--- src/hdl/afecrb_pkg.sv ---
// Purpose: constants for the front-end control register bank
// Assumes: 100 MHz pixel clock, synchronous active-low reset
// Notes:   one place for every offset, field and reset value
// Operation
// [RULE1] config bit 0: input clamp polarity
// [RULE2] config bit 1: black clamp polarity
// [RULE3] config bit 2: sample pulse polarity
// [RULE4] config bit 4: channel output order
// [RULE5] config bits 7:6: output data delay
// [RULE6] reg 01h bit 0: standby select
// [RULE7] reg 01h bits 5:2: second edge delay
// [RULE8] reg 01h bits 9:6: first edge delay
// [RULE9] host keeps first edge before second
// [RULE10] reg 07h bit 1: clock onto lsb
// [RULE11] regs 02h/03h: gain code over 64
// [RULE12] regs 04h/05h: clamp code times two
// [RULE13] reg 06h bit 0: test pattern enable
// [RULE14] reg 06h bit 2: stripe or gradation
// [RULE15] reg 06h bits 5:4: pattern interval
// [RULE16] readback picks register by A[2:0]
// [RULE17] shift on sclk rise, latch on strobe
// [RULE18] 16-bit frame, chip address must match
// [RULE19] A3 set means read, writes blocked
// [RULE20] stripe black+128, gradation ramps to 4095
// [RULE21] unassigned bits ignored, read zero
package afecrb_pkg;
    //----------------------------------------------------------------
    // frame layout
    //----------------------------------------------------------------
    localparam int FRAME_BITS = 16;
    localparam int DATA_BITS  = 10;
    localparam int CHIP_HI    = 15;
    localparam int CHIP_LO    = 14;
    localparam int READ_BIT   = 13;
    localparam int ADDR_HI    = 12;
    localparam int ADDR_LO    = 10;
    //----------------------------------------------------------------
    // register indices
    //----------------------------------------------------------------
    localparam logic [2:0] REG_CONFIG  = 3'h0;
    localparam logic [2:0] REG_STANDBY = 3'h1;
    localparam logic [2:0] REG_GAIN_EV = 3'h2;
    localparam logic [2:0] REG_GAIN_OD = 3'h3;
    localparam logic [2:0] REG_CLMP_EV = 3'h4;
    localparam logic [2:0] REG_CLMP_OD = 3'h5;
    localparam logic [2:0] REG_TEST    = 3'h6;
    localparam logic [2:0] REG_PROBE   = 3'h7;
    //----------------------------------------------------------------
    // writable bit masks, unlisted bits read zero
    //----------------------------------------------------------------
    localparam logic [9:0] MASK_CONFIG  = 10'h0d7;
    localparam logic [9:0] MASK_STANDBY = 10'h3fd;
    localparam logic [9:0] MASK_GAIN    = 10'h3ff;
    localparam logic [9:0] MASK_CLAMP   = 10'h0ff;
    localparam logic [9:0] MASK_TEST    = 10'h035;
    localparam logic [9:0] MASK_PROBE   = 10'h002;
    //----------------------------------------------------------------
    // reset values
    //----------------------------------------------------------------
    localparam logic [9:0] RST_CONFIG  = 10'h000;
    localparam logic [9:0] RST_STANDBY = 10'h220;
    localparam logic [9:0] RST_GAIN    = 10'h040;
    localparam logic [9:0] RST_CLAMP   = 10'h050;
    localparam logic [9:0] RST_TEST    = 10'h000;
    localparam logic [9:0] RST_PROBE   = 10'h000;
    //----------------------------------------------------------------
    // field positions
    //----------------------------------------------------------------
    localparam int F_IN_CLAMP  = 0;
    localparam int F_BLK_CLAMP = 1;
    localparam int F_SAMPLE    = 2;
    localparam int F_ORDER     = 4;
    localparam int F_DLY_LO    = 6;
    localparam int F_STANDBY   = 0;
    localparam int F_EDGE2_LO  = 2;
    localparam int F_EDGE1_LO  = 6;
    localparam int F_TEST_EN   = 0;
    localparam int F_TEST_SEL  = 2;
    localparam int F_INTV_LO   = 4;
    localparam int F_PROBE     = 1;
    //----------------------------------------------------------------
    // test pattern constants
    //----------------------------------------------------------------
    localparam logic [11:0] STRIPE_LIFT = 12'h080;
    localparam logic [11:0] GRAD_TOP    = 12'hfff;
    localparam logic [11:0] GRAD_START  = 12'h001;
    localparam logic [6:0]  STRIPE_BASE = 7'h08;
    localparam logic [6:0]  GRAD_BASE   = 7'h02;
endpackage

--- src/hdl/afecrb_pattern.sv ---
// Purpose: test pattern source for one output stream
// Assumes: one pixel per clk_i cycle while enabled
// Notes:   interval counter shared by stripe and gradation
`timescale 1ns/1ps
`default_nettype none
module afecrb_pattern (
    input  wire logic        clk_i,
    input  wire logic        rst_n_i,
    input  wire logic        enable_i,
    input  wire logic        stripe_i,
    input  wire logic [1:0]  interval_i,
    input  wire logic [7:0]  black_code_i,
    output logic      [11:0] pattern_o
);
    //----------------------------------------------------------------
    // state
    //----------------------------------------------------------------
    typedef struct packed {
        logic [6:0]  count;   // pixels in current interval
        logic        phase;   // stripe high or low half
        logic [11:0] value;   // pattern word out
    } afecrb_pat_s;
    afecrb_pat_s st, next_st;
    logic [6:0]  span;        // pixels per interval
    logic [11:0] black;       // clamp level in lsb
    //----------------------------------------------------------------
    // next state
    //----------------------------------------------------------------
    always_comb begin
        next_st = st;
        span  = (stripe_i ? afecrb_pkg::STRIPE_BASE
                          : afecrb_pkg::GRAD_BASE) << interval_i; // RULE15
        black = {3'h0, black_code_i, 1'b0};                       // RULE12
        if (!enable_i) begin
            // restart cleanly each time test mode is entered
            next_st.count = 7'h00;
            next_st.phase = 1'b0;
            next_st.value = afecrb_pkg::GRAD_START;
        end else begin
            // at or past the end: a shorter interval must not stall
            if (st.count >= span - 7'h01) begin
                next_st.count = 7'h00;
                next_st.phase = ~st.phase;
                if (!stripe_i) begin
                    // ramp wraps back to one after the top code
                    if (st.value == afecrb_pkg::GRAD_TOP) begin
                        next_st.value = afecrb_pkg::GRAD_START; // RULE20
                    end else begin
                        next_st.value = st.value + 12'h001;     // RULE20
                    end
                end
            end else begin
                next_st.count = st.count + 7'h01;
            end
            if (stripe_i) begin
                next_st.value = next_st.phase
                              ? black + afecrb_pkg::STRIPE_LIFT : black; // RULE20
            end
        end
    end
    //----------------------------------------------------------------
    // registers
    //----------------------------------------------------------------
    always_ff @(posedge clk_i) begin
        if (!rst_n_i) begin
            st <= '{count: 7'h00, phase: 1'b0, value: 12'h001};
        end else begin
            st <= next_st;
        end
    end
    assign pattern_o = st.value;
    a_grad_range: assert property (@(posedge clk_i) disable iff (!rst_n_i)
        (enable_i && !stripe_i) |=> (st.value != 12'h000)) // RULE20
        else $error("gradation reached zero");
    c_stripe_on: cover property (@(posedge clk_i) disable iff (!rst_n_i)
        enable_i && stripe_i && st.phase);
endmodule
`default_nettype wire

--- src/hdl/afecrb_top.sv ---
// Purpose: control register bank behind a three-wire serial port
// Assumes: serial pins are asynchronous to the pixel clock
// Notes:   sclk and strobe are sampled, so they must be slow
`timescale 1ns/1ps
`default_nettype none
module afecrb_top (
    input  wire logic        CLOCK_I,
    input  wire logic        RESET_N_I,
    input  wire logic        SERIAL_CLOCK_I,
    input  wire logic        SERIAL_IN_I,
    input  wire logic        WRITE_LATCH_STROBE_I,
    input  wire logic        CHIP_SELECT_PIN_LOW_I,
    input  wire logic        CHIP_SELECT_PIN_HIGH_I,
    input  wire logic        CONVERTER_CLOCK_I,
    input  wire logic [11:0] CONVERTER_DATA_I,
    output logic             READBACK_OUT_O,
    output logic             INPUT_CLAMP_ACTIVE_HIGH_O,
    output logic             BLACK_CLAMP_ACTIVE_HIGH_O,
    output logic             SAMPLE_PULSE_ACTIVE_HIGH_O,
    output logic             ODD_FIRST_O,
    output logic      [1:0]  OUTPUT_DELAY_O,
    output logic             STANDBY_O,
    output logic      [3:0]  EDGE2_DELAY_O,
    output logic      [3:0]  EDGE1_DELAY_O,
    output logic      [9:0]  EVEN_GAIN_O,
    output logic      [9:0]  ODD_GAIN_O,
    output logic      [7:0]  EVEN_CLAMP_O,
    output logic      [7:0]  ODD_CLAMP_O,
    output logic      [11:0] OUTPUT_DATA_O
);
    //----------------------------------------------------------------
    // pin synchronisers, three stages each
    //----------------------------------------------------------------
    localparam int NSYNC = 4;
    logic [NSYNC-1:0] pins;
    assign pins = {CONVERTER_CLOCK_I, WRITE_LATCH_STROBE_I,
                   SERIAL_IN_I, SERIAL_CLOCK_I};
    //----------------------------------------------------------------
    // state
    //----------------------------------------------------------------
    typedef struct packed {
        logic [NSYNC-1:0] sy1;    // first sync stage, feeds sy2 only
        logic [NSYNC-1:0] sy2;    // second sync stage
        logic [NSYNC-1:0] sy3;    // third sync stage
        logic [15:0]  shreg;      // incoming serial frame
        logic [9:0]   rdshift;    // outgoing readback word
        logic         reading;    // readback in progress
        logic         sclk_q;     // filtered sclk level
        logic         wrt_q;      // filtered strobe level
        logic         sdi_q;      // filtered data level
        logic         converter_clock_q;     // filtered converter clock
        logic [9:0]   r0, r1, r2, r3, r4, r5, r6, r7;
        logic         readback_out;        // readback pin
        logic [11:0]  dout;       // data pins
    } afecrb_st_s;
    afecrb_st_s st, next_st;
    logic [11:0] pattern;         // test pattern word
    logic        sclk_rise;       // debounced sclk rising edge
    logic        wrt_rise;        // debounced strobe rising edge
    logic        chip_hit;        // frame chip address matches
    logic [2:0]  addr;            // frame register index
    logic [9:0]  wdata;           // frame data field
    logic [11:0] mux_data;        // converter or pattern data
    //----------------------------------------------------------------
    // register read; unassigned bits are already zero from the write masks
    //----------------------------------------------------------------
    function automatic logic [9:0] rd_reg(input afecrb_st_s s,
                                          input logic [2:0] a);
        case (a)
            afecrb_pkg::REG_CONFIG:  rd_reg = s.r0;
            afecrb_pkg::REG_STANDBY: rd_reg = s.r1;
            afecrb_pkg::REG_GAIN_EV: rd_reg = s.r2;
            afecrb_pkg::REG_GAIN_OD: rd_reg = s.r3;
            afecrb_pkg::REG_CLMP_EV: rd_reg = s.r4;
            afecrb_pkg::REG_CLMP_OD: rd_reg = s.r5;
            afecrb_pkg::REG_TEST:    rd_reg = s.r6;
            default:                 rd_reg = s.r7;
        endcase
    endfunction
    //----------------------------------------------------------------
    // decode and edges; a change counts when stages 2 and 3 agree
    //----------------------------------------------------------------
    assign sclk_rise = st.sy2[0] && st.sy3[0] && !st.sclk_q;        // RULE17
    assign wrt_rise  = st.sy2[2] && st.sy3[2] && !st.wrt_q;         // RULE17
    assign chip_hit  = st.shreg[afecrb_pkg::CHIP_HI] == CHIP_SELECT_PIN_HIGH_I
                    && st.shreg[afecrb_pkg::CHIP_LO] == CHIP_SELECT_PIN_LOW_I;
    assign addr  = st.shreg[afecrb_pkg::ADDR_HI:afecrb_pkg::ADDR_LO];
    assign wdata = st.shreg[afecrb_pkg::DATA_BITS-1:0];
    //----------------------------------------------------------------
    // next state
    //----------------------------------------------------------------
    always_comb begin
        next_st = st;
        // filtered levels move only when two stages agree
        next_st.sy1 = pins;
        next_st.sy2 = st.sy1;
        next_st.sy3 = st.sy2;
        if (st.sy2[0] == st.sy3[0]) next_st.sclk_q = st.sy3[0];
        if (st.sy2[1] == st.sy3[1]) next_st.sdi_q  = st.sy3[1];
        if (st.sy2[2] == st.sy3[2]) next_st.wrt_q  = st.sy3[2];
        if (st.sy2[3] == st.sy3[3]) next_st.converter_clock_q = st.sy3[3];
        // serial shift; while reading the same clock drives readback
        if (sclk_rise) begin
            next_st.shreg = {st.shreg[14:0], st.sdi_q};             // RULE17
            if (st.reading) begin
                next_st.readback_out     = st.rdshift[9];                    // RULE16
                next_st.rdshift = {st.rdshift[8:0], 1'b0};
            end
        end
        if (wrt_rise && chip_hit) begin                             // RULE18
            if (st.shreg[afecrb_pkg::READ_BIT]) begin
                // read command: load word, block writes until a write
                next_st.reading = 1'b1;                             // RULE19
                next_st.rdshift = rd_reg(st, addr);                 // RULE16
                next_st.readback_out     = 1'b0;
            end else if (!st.reading) begin                         // RULE19
                case (addr)
                    afecrb_pkg::REG_CONFIG:
                        next_st.r0 = wdata & afecrb_pkg::MASK_CONFIG;  // RULE21
                    afecrb_pkg::REG_STANDBY:
                        next_st.r1 = wdata & afecrb_pkg::MASK_STANDBY; // RULE21
                    afecrb_pkg::REG_GAIN_EV:
                        next_st.r2 = wdata & afecrb_pkg::MASK_GAIN;    // RULE11
                    afecrb_pkg::REG_GAIN_OD:
                        next_st.r3 = wdata & afecrb_pkg::MASK_GAIN;    // RULE11
                    afecrb_pkg::REG_CLMP_EV:
                        next_st.r4 = wdata & afecrb_pkg::MASK_CLAMP;   // RULE12
                    afecrb_pkg::REG_CLMP_OD:
                        next_st.r5 = wdata & afecrb_pkg::MASK_CLAMP;   // RULE12
                    afecrb_pkg::REG_TEST:
                        next_st.r6 = wdata & afecrb_pkg::MASK_TEST;    // RULE21
                    default:
                        next_st.r7 = wdata & afecrb_pkg::MASK_PROBE;   // RULE21
                endcase
            end else begin
                // first write frame after a read only ends the read
                next_st.reading = 1'b0;                             // RULE19
            end
        end
        // data pins: test pattern replaces converter data
        mux_data = st.r6[afecrb_pkg::F_TEST_EN]
                 ? pattern : CONVERTER_DATA_I;                      // RULE13
        if (st.r7[afecrb_pkg::F_PROBE]) begin
            mux_data[0] = st.converter_clock_q;                                // RULE10
        end
        next_st.dout = mux_data;
    end
    //----------------------------------------------------------------
    // registers
    //----------------------------------------------------------------
    always_ff @(posedge CLOCK_I) begin
        if (!RESET_N_I) begin
            st  <= '0;
            st.r0 <= afecrb_pkg::RST_CONFIG;
            st.r1 <= afecrb_pkg::RST_STANDBY;
            st.r2 <= afecrb_pkg::RST_GAIN;
            st.r3 <= afecrb_pkg::RST_GAIN;
            st.r4 <= afecrb_pkg::RST_CLAMP;
            st.r5 <= afecrb_pkg::RST_CLAMP;
            st.r6 <= afecrb_pkg::RST_TEST;
            st.r7 <= afecrb_pkg::RST_PROBE;
        end else begin
            st  <= next_st;
        end
    end
    //----------------------------------------------------------------
    // test pattern generator, even channel clamp as black level
    //----------------------------------------------------------------
    afecrb_pattern u_pattern (
        .clk_i        (CLOCK_I),
        .rst_n_i      (RESET_N_I),
        .enable_i     (st.r6[afecrb_pkg::F_TEST_EN]),               // RULE13
        .stripe_i     (st.r6[afecrb_pkg::F_TEST_SEL]),              // RULE14
        .interval_i   (st.r6[afecrb_pkg::F_INTV_LO +: 2]),          // RULE15
        .black_code_i (st.r4[7:0]),
        .pattern_o    (pattern)
    );
    //----------------------------------------------------------------
    // field outputs, all straight from the register flops
    //----------------------------------------------------------------
    assign INPUT_CLAMP_ACTIVE_HIGH_O  = st.r0[afecrb_pkg::F_IN_CLAMP];  // RULE1
    assign BLACK_CLAMP_ACTIVE_HIGH_O  = st.r0[afecrb_pkg::F_BLK_CLAMP]; // RULE2
    assign SAMPLE_PULSE_ACTIVE_HIGH_O = st.r0[afecrb_pkg::F_SAMPLE];    // RULE3
    assign ODD_FIRST_O    = st.r0[afecrb_pkg::F_ORDER];                 // RULE4
    assign OUTPUT_DELAY_O = st.r0[afecrb_pkg::F_DLY_LO +: 2];           // RULE5
    assign STANDBY_O      = st.r1[afecrb_pkg::F_STANDBY];               // RULE6
    assign EDGE2_DELAY_O  = st.r1[afecrb_pkg::F_EDGE2_LO +: 4];         // RULE7
    assign EDGE1_DELAY_O  = st.r1[afecrb_pkg::F_EDGE1_LO +: 4];         // RULE8
    assign EVEN_GAIN_O    = st.r2;                                      // RULE11
    assign ODD_GAIN_O     = st.r3;                                      // RULE11
    assign EVEN_CLAMP_O   = st.r4[7:0];                                 // RULE12
    assign ODD_CLAMP_O    = st.r5[7:0];                                 // RULE12
    assign READBACK_OUT_O = st.readback_out;
    assign OUTPUT_DATA_O  = st.dout;
    //----------------------------------------------------------------
    // checks
    //----------------------------------------------------------------
    a_write_block: assert property (@(posedge CLOCK_I) disable iff (!RESET_N_I)
        st.reading |=> $stable(st.r2)) // RULE19
        else $error("gain changed during read");
    a_chip_gate: assert property (@(posedge CLOCK_I) disable iff (!RESET_N_I)
        (wrt_rise && !chip_hit) |=> $stable(st.r0) && $stable(st.r6)) // RULE18
        else $error("write to foreign chip address");
    a_cfg_zeros: assert property (@(posedge CLOCK_I) disable iff (!RESET_N_I)
        (st.r0 & ~afecrb_pkg::MASK_CONFIG) == 10'h000) // RULE21
        else $error("config reserved bit set");
    a_probe_lsb: assert property (@(posedge CLOCK_I) disable iff (!RESET_N_I)
        st.r7[1] |=> OUTPUT_DATA_O[0] == $past(st.converter_clock_q)) // RULE10
        else $error("probe not on lsb");
    a_read_load: assert property (@(posedge CLOCK_I) disable iff (!RESET_N_I)
        (wrt_rise && chip_hit && st.shreg[13]) |=> st.reading) // RULE16
        else $error("read not started");
    a_shift_in: assert property (@(posedge CLOCK_I) disable iff (!RESET_N_I)
        sclk_rise |=> st.shreg[0] == $past(st.sdi_q)) // RULE17
        else $error("serial bit not shifted");
    a_gain_write: assert property (@(posedge CLOCK_I) disable iff (!RESET_N_I)
        (wrt_rise && chip_hit && !st.reading && st.shreg[13:10] == 4'h2)
        |=> EVEN_GAIN_O == $past(wdata)) // RULE11
        else $error("gain write lost");
    a_standby_wr: assert property (@(posedge CLOCK_I) disable iff (!RESET_N_I)
        (wrt_rise && chip_hit && !st.reading && st.shreg[13:10] == 4'h1)
        |=> STANDBY_O == $past(wdata[0])) // RULE6
        else $error("standby write lost");
    c_write: cover property (@(posedge CLOCK_I) disable iff (!RESET_N_I)
        wrt_rise && chip_hit && !st.shreg[13]);
    c_read: cover property (@(posedge CLOCK_I) disable iff (!RESET_N_I)
        st.reading && sclk_rise);
    c_test: cover property (@(posedge CLOCK_I) disable iff (!RESET_N_I)
        st.r6[0]);
endmodule
`default_nettype wire

--- config.mk ---
export PLATFORM = sky130hd
export DESIGN_NAME = afecrb_top
export DESIGN_NICKNAME = d
export VERILOG_FILES = /design/src/hdl/afecrb_pkg.sv /design/src/hdl/afecrb_pattern.sv /design/src/hdl/afecrb_top.sv
export SDC_FILE = /design/constraint.sdc
export NUM_CORES = 1
export LEC_CHECK = 0
export BUFFER_PORTS_ARGS = -buffer_cell sky130_fd_sc_hd__buf_2
export CORE_MARGIN = 2
export CORE_UTILIZATION = 25
export CTS_CLUSTER_SIZE = 16
export DETAILED_ROUTE_END_ITERATION = 16
export PLACE_DENSITY = 0.48
export SLEW_MARGIN = 20
export SYNTH_ARGS = -nofsm -noshare
export SYNTH_HDL_FRONTEND = slang
export SYNTH_SLANG_ARGS = --single-unit
--- constraint.sdc ---
create_clock -name CLOCK_I -period 3.1 [get_ports CLOCK_I]
set_clock_uncertainty 0.1 [all_clocks]
set_input_delay 0.62 -clock CLOCK_I [delete_from_list [all_inputs] [get_ports CLOCK_I]]
set_output_delay 0.62 -clock CLOCK_I [all_outputs]
set_load 0.01 [all_outputs]
---- Yosys cells after proc, flatten, opt, wreduce, memory -nomap -nowiden ----
Index checks and enable logic that the tools add are counted.
storage, ports and cells
  word-level logic and storage cells ...... 88
  output and inout bits ................... 64
  register bits after elaboration ......... 132
operators by class
  reduce and logical (&&, ||, !) cells .... 20
  $lt $le $gt $ge ......................... 1
  bitwise gates (word level) .............. 6
  shift-type cells ........................ 1
  muxes and demuxes ....................... 19
  eq/ne operators ......................... 14
  add/subtract/negate cells ............... 4
operator list
  kind                   number
  $pmux 10 s7            1
  $mux 12                4
  $mux 10                4
  $reduce_and 4->1       8
  $mux 13                2
  $add 12x1->12 const B  1
  $eq 12x12->1 const B   1
  $mux 11                1
  $add 9x8->10 const B   1
  $eq 3x3->1 const B     3
  $add 7x1->7 const B    1
  $ge 7x7->1             1
  $reduce_or 7->1        1
  $shl 4x2->7            1
  $sub 7x1->7 const B    1
  $eq 1x1->1             6
  $eq 3x2->1 const B     2
  $logic_and 1x1->1      6
  $mux 1                 6
  $not 1->1              6
  $mux 4                 1
  $eq 3x1->1 const B     1
  $logic_not 3->1        1
  $ne 3x1->1 const B     1
  other kinds (3)        4

---- Longest topological paths before layout ----
  depth in word-level cells ............... 8
  mapped depth ............................ 12

---- By module ----
Synthesis repeated with hierarchy kept, for this count alone.
unflattened totals
  cells, all modules ...................... 701
  area total of the unflattened synthesis .. 6354.8 sq um
modules (own cells, without submodules)
  module          area each (sq um)  times used  cells each
  afecrb_top      5068.6             1           536
  afecrb_pattern  1286.2             1           165

---- Least setup slack after synthesis ----
No wires, ideal clock.
  kind .................................... register to register
  start ................................... reg st[25] in the netlist's numbering
  end ..................................... reg u_pattern.st, in the netlist u_pattern.pattern_o[6]
  data required time ...................... 2.905 ns
  library setup time ...................... 0.095 ns
  path slack .............................. 0.525 ns
  clock period less this slack ............ 2.575 ns
  arrival time ............................ 2.380 ns
  cell stages (with the launch flop) ...... 12
  path buffers ............................ 3
  cell sequence ........................... dfxtp_1 -> clkbuf_1 -> buf_1 -> nand2_1 -> ha_1 -> a211oi_1 -> nor2_1 -> nor3_4 -> and2_1 -> clkbuf_2 -> o21ai_0 -> a221oi_1
on the way
  cells in the longest elaborated chain, start to end .. 8
ends and longest elaborated chain
  item                    RTL line              text
  from (decl)             afecrb_top.sv:56      afecrb_st_s st, next_st;
  from (signal assigned)  afecrb_top.sv:163     st <= next_st;
  $mux 4                  afecrb_pattern.sv:31  span = (stripe_i ? afecrb_pkg::STRIPE_BASE
  $shl 4x2->7             afecrb_pattern.sv:31
  $sub 7x1->7             afecrb_pattern.sv:41  if (st.count >= span - 7'h01) begin
  $ge 7x7->1              afecrb_pattern.sv:41
  $mux 13                 afecrb_pattern.sv:41
  $mux 13                 afecrb_pattern.sv:34  if (!enable_i) begin
  $mux 10                 afecrb_pattern.sv:57  ? black + afecrb_pkg::STRIPE_LIFT : black;
  $mux 12                 afecrb_pattern.sv:55  if (stripe_i) begin
  to (signal assigned)    afecrb_pattern.sv:66  st <= '{count: 7'h00, phase: 1'b0, value: 12'h001};
  to (signal assigned)    afecrb_pattern.sv:68  st <= next_st;
  to (decl)               afecrb_pattern.sv:23  afecrb_pat_s st, next_st;
Parallel ways exist; a longest one is shown, timed or not. The select of a mux whose other input is x is not followed.
A chain may end at the register's enable or synchronous reset.

---- Final worst setup path ----
Ends and elaborated chain as after synthesis.

==> impl_metrics.tcl <==
set metrics [dict create \
    area_growth_pct 13.92 \
    switching_power_mw 0.8563 \
    total_power_mw 3.823 \
    dieWidth_um 163.9 \
    die_area_um2 26850 \
    vias 4772 \
    ir_drop_uv 302.6 \
    rsz0062_at_grt "no" \
    overflow 0 \
    arrival_ps 2690 \
    grtUsageTotal 0.1310 \
    finalWeightedCongestion 0.7468 \
    yosys.area.top_type "dfxtp_1" \
    status "finished, final reports clean" \
    core_area_um2 25110 \
    switching_share 0.2240 \
    synth-main-ff-cell "dfxtp_1" \
    die_y_um 163.9 \
    boundaryPins 84 \
    placed_cell_area_um2 6688 \
    yosys_register_bits 132 \
    fin_nets 744 \
    ctsResizeCount 0 \
    hold_viol_final 0 \
    drtPass1Iterations 5 \
    wire_per_inst_um 16.21 \
    vias_per_cell 4.519 \
    hpwl_um 12260 \
    tns_ps 0 \
    fin_crit_ps 2465 \
    design_area_um2 7278 \
    grt_pass1_vias 4714 \
    antenna_found_initial 0 \
    layout_setup_ws_ps 635.4 \
    power_frac_seq 0.449 \
    drv_slew 0 \
    tritoncts "yes" \
    synth_top_area_frac 0.4136 \
    slowest_stage "dfxtp_1" \
    finalSetupViolCount 0 \
    num_rows 58 \
    fill_cells 2730 \
    synthTopCellsByArea "dfxtp_1, mux2i_1, buf_4, nor2b_1, nand2_1" \
    synth_edf_count 0 \
    p_int_mw 2.967 \
    drtIter0Drc 307 \
    p_clk_frac 0.530 \
    p_leak_nw 2.710 \
    cp-end-kind "flop" \
    min_path_type "in -> reg" \
    netlist_instances 701 \
    pwr-share-comb 0.021 \
    worst-slew-pin-transition_ps 870.3 \
    max_cap_violations 0 \
    insertion_delay_ps 420 \
    fin_crit_sh 0.7950 \
    synthTopCellsByCount "dfxtp_1, nand2_1, mux2i_1, buf_4, nor2b_1" \
    cts_hold_buf 0 \
    drive_gt1_frac 0.1970 \
    critPathRequiredTime_ps 3320 \
    post-route-drc-count 0 \
    clk_pin_slew_ps 60 \
    cts.sinks 132 \
    dp_cells 1024 \
    clk_path_buf_depth 2 \
    h-tree-depth 4 \
    numPortBuffers 83 \
    timing.fmax_mhz 405.8 \
    avgSynthCellArea_um2 9.114 \
    synthArstFlopShare 0 \
    worstSetupPathType "reg -> reg" \
    grt_pass1_wl_um 26780 \
    cts.root.buffer_cell "clkbuf_16" \
    ys_seq_area_frac 0.4136 \
    antennaDiodeCount 0 \
    numCtsBuffers 17 \
    ant_nets 0 \
    worst_path_largest_cell_delay_ps 450 \
    postSynthNetCount 732 \
    start_util 0.2544 \
    worstPathCellList "buf_4 -> nor3_1 -> ha_1 -> nand3_1 -> a21oi_1 -> nor3_4 -> and2_1 -> o21ai_0 -> a221oi_1" \
    crit_fanout 23 \
    synth.most_common_cell "dfxtp_1" \
    final_cells 1056 \
    routed_wl_um 17120 \
    start_kind "flop" \
    cts_setup_buffers 0 \
    syn-cell-area_um2 6389 \
    ys_types 55 \
    slew_headroom 0.4190 \
    dp_slack_ps 533.0 \
    power_density_nw_per_um2 525.3 \
    ys.warnings.count 0 \
    grt_max_degree 51 \
]
-- sequential cells by signal (all words and copies together) (netlist names), 2 cells and up --
register / count
EDGE1_DELAY_O: 4
EDGE2_DELAY_O: 4
EVEN_CLAMP_O: 8
EVEN_GAIN_O: 10
ODD_CLAMP_O: 8
ODD_GAIN_O: 10
OUTPUT_DATA_O: 12
OUTPUT_DELAY_O: 2
addr: 3
next_st: 8
st: 37
u_pattern.pattern_o: 12
u_pattern.st: 8
-- metrics by stage --
step                      utilization  hold WS [ps]
after CTS                      0.2899         292.6
final                          0.2899         312.3
after detailed placement       0.2663         318.5
after global routing           0.2899         302.7
after floorplan                     -         311.9
after global placement         0.2663         316.6
-- final timing paths --
| kind | endpoint | slack, ps | start | cells after the start |
|---|---|---|---|---|
| hold reg to reg | next_st[126]$_SDFF_PN0_ | 330 | next_st[130]$_SDFF_PN0_ | 1 |
| setup reg to reg | u_pattern.pattern_o[6]$_SDFFE_PN0P_ | 640 | st[25]$_SDFFE_PN0P_ | 9 |
| hold / removal | next_st[128]$_SDFF_PN0_ | 310 | SERIAL_CLOCK_I | 2 |
| setup / recovery | u_pattern.pattern_o[6]$_SDFFE_PN0P_ | 640 | st[25]$_SDFFE_PN0P_ | 9 |
-- layout make-up --
class | count | area (µm²) | area share
clock buffer | 19 | 442.9 | 0.06086
timing repair buffer | 98 | 528.0 | 0.07255
tap | 330 | 412.9 | 0.05673
clock inverter | 13 | 147.6 | 0.02029
inverter | 3 | 11.26 | 0.001547
multi-input combinational | 461 | 3093 | 0.4250
sequential | 132 | 2643 | 0.3631
-- cells by family after synthesis --
group,synth area share
buffers and inverters,0.1022
flip-flops,0.4136
other,0.0005870
multiplexers,0.1255
AND/OR/NAND/NOR,0.2090
AO/OA/AOI/OAI,0.1083
adder cells (fa/ha/maj),0.02154
XOR/XNOR,0.01919
-- worst max-delay path: cells and delay by family (launching register included) --
family / cells / cell delay [ps]
DFF: 1 / 450
AOI/OAI and AO/OA: 3 / 510
adders and majority gates: 1 / 280
and+or+nand+nor: 4 / 740
buffers and inverters: 1 / 290
-- power by group through the flow --
| stage | logic, mW | registers [mW] | clock network, mW |
|---|---|---|---|
| after floorplan | 0.0607 | 1.75 | 0 |
| after global placement | 0.0818 | 1.75 | 0 |
| after detailed placement | 0.0818 | 1.75 | 0 |
| after CTS | 0.0819 | 1.72 | 2.08 |
| after global routing | 0.0893 | 1.72 | 2.16 |
| final | 0.0800 | 1.72 | 2.03 |
-- placed cells by master, fill, tap and decap left out, types with 4 or more instances in the layout --
cell type	instances
dfxtp_1	132
buf_2	83
nand2_1	78
mux2i_1	70
nor2b_1	55
a21boi_0	33
nand3_1	32
nor2_1	30
and2_1	20
clkbuf_16	17
buf_4	15
o21ai_0	13
a21oi_1	12
xnor2_1	11
ha_1	11
nor3_1	10
o22ai_1	10
a22oi_1	8
nand2b_1	7
mux2_2	7
and3_1	6
nand4_1	5
a31oi_1	5
inv_6	4
clkinvlp_4	4
-- layer usage --
layer | vias to the layer above | wire [µm] | track usage
met5 | - | 0 | 0
met4 | 0 | 223 | 0.03947
met3 | 15 | 688 | 0.02652
li1 | 2380 | - | -
met1 | 2263 | 8427 | 0.1786
met2 | 114 | 7782 | 0.2084
No activity file was read; power rests on OpenSTA's default activity.
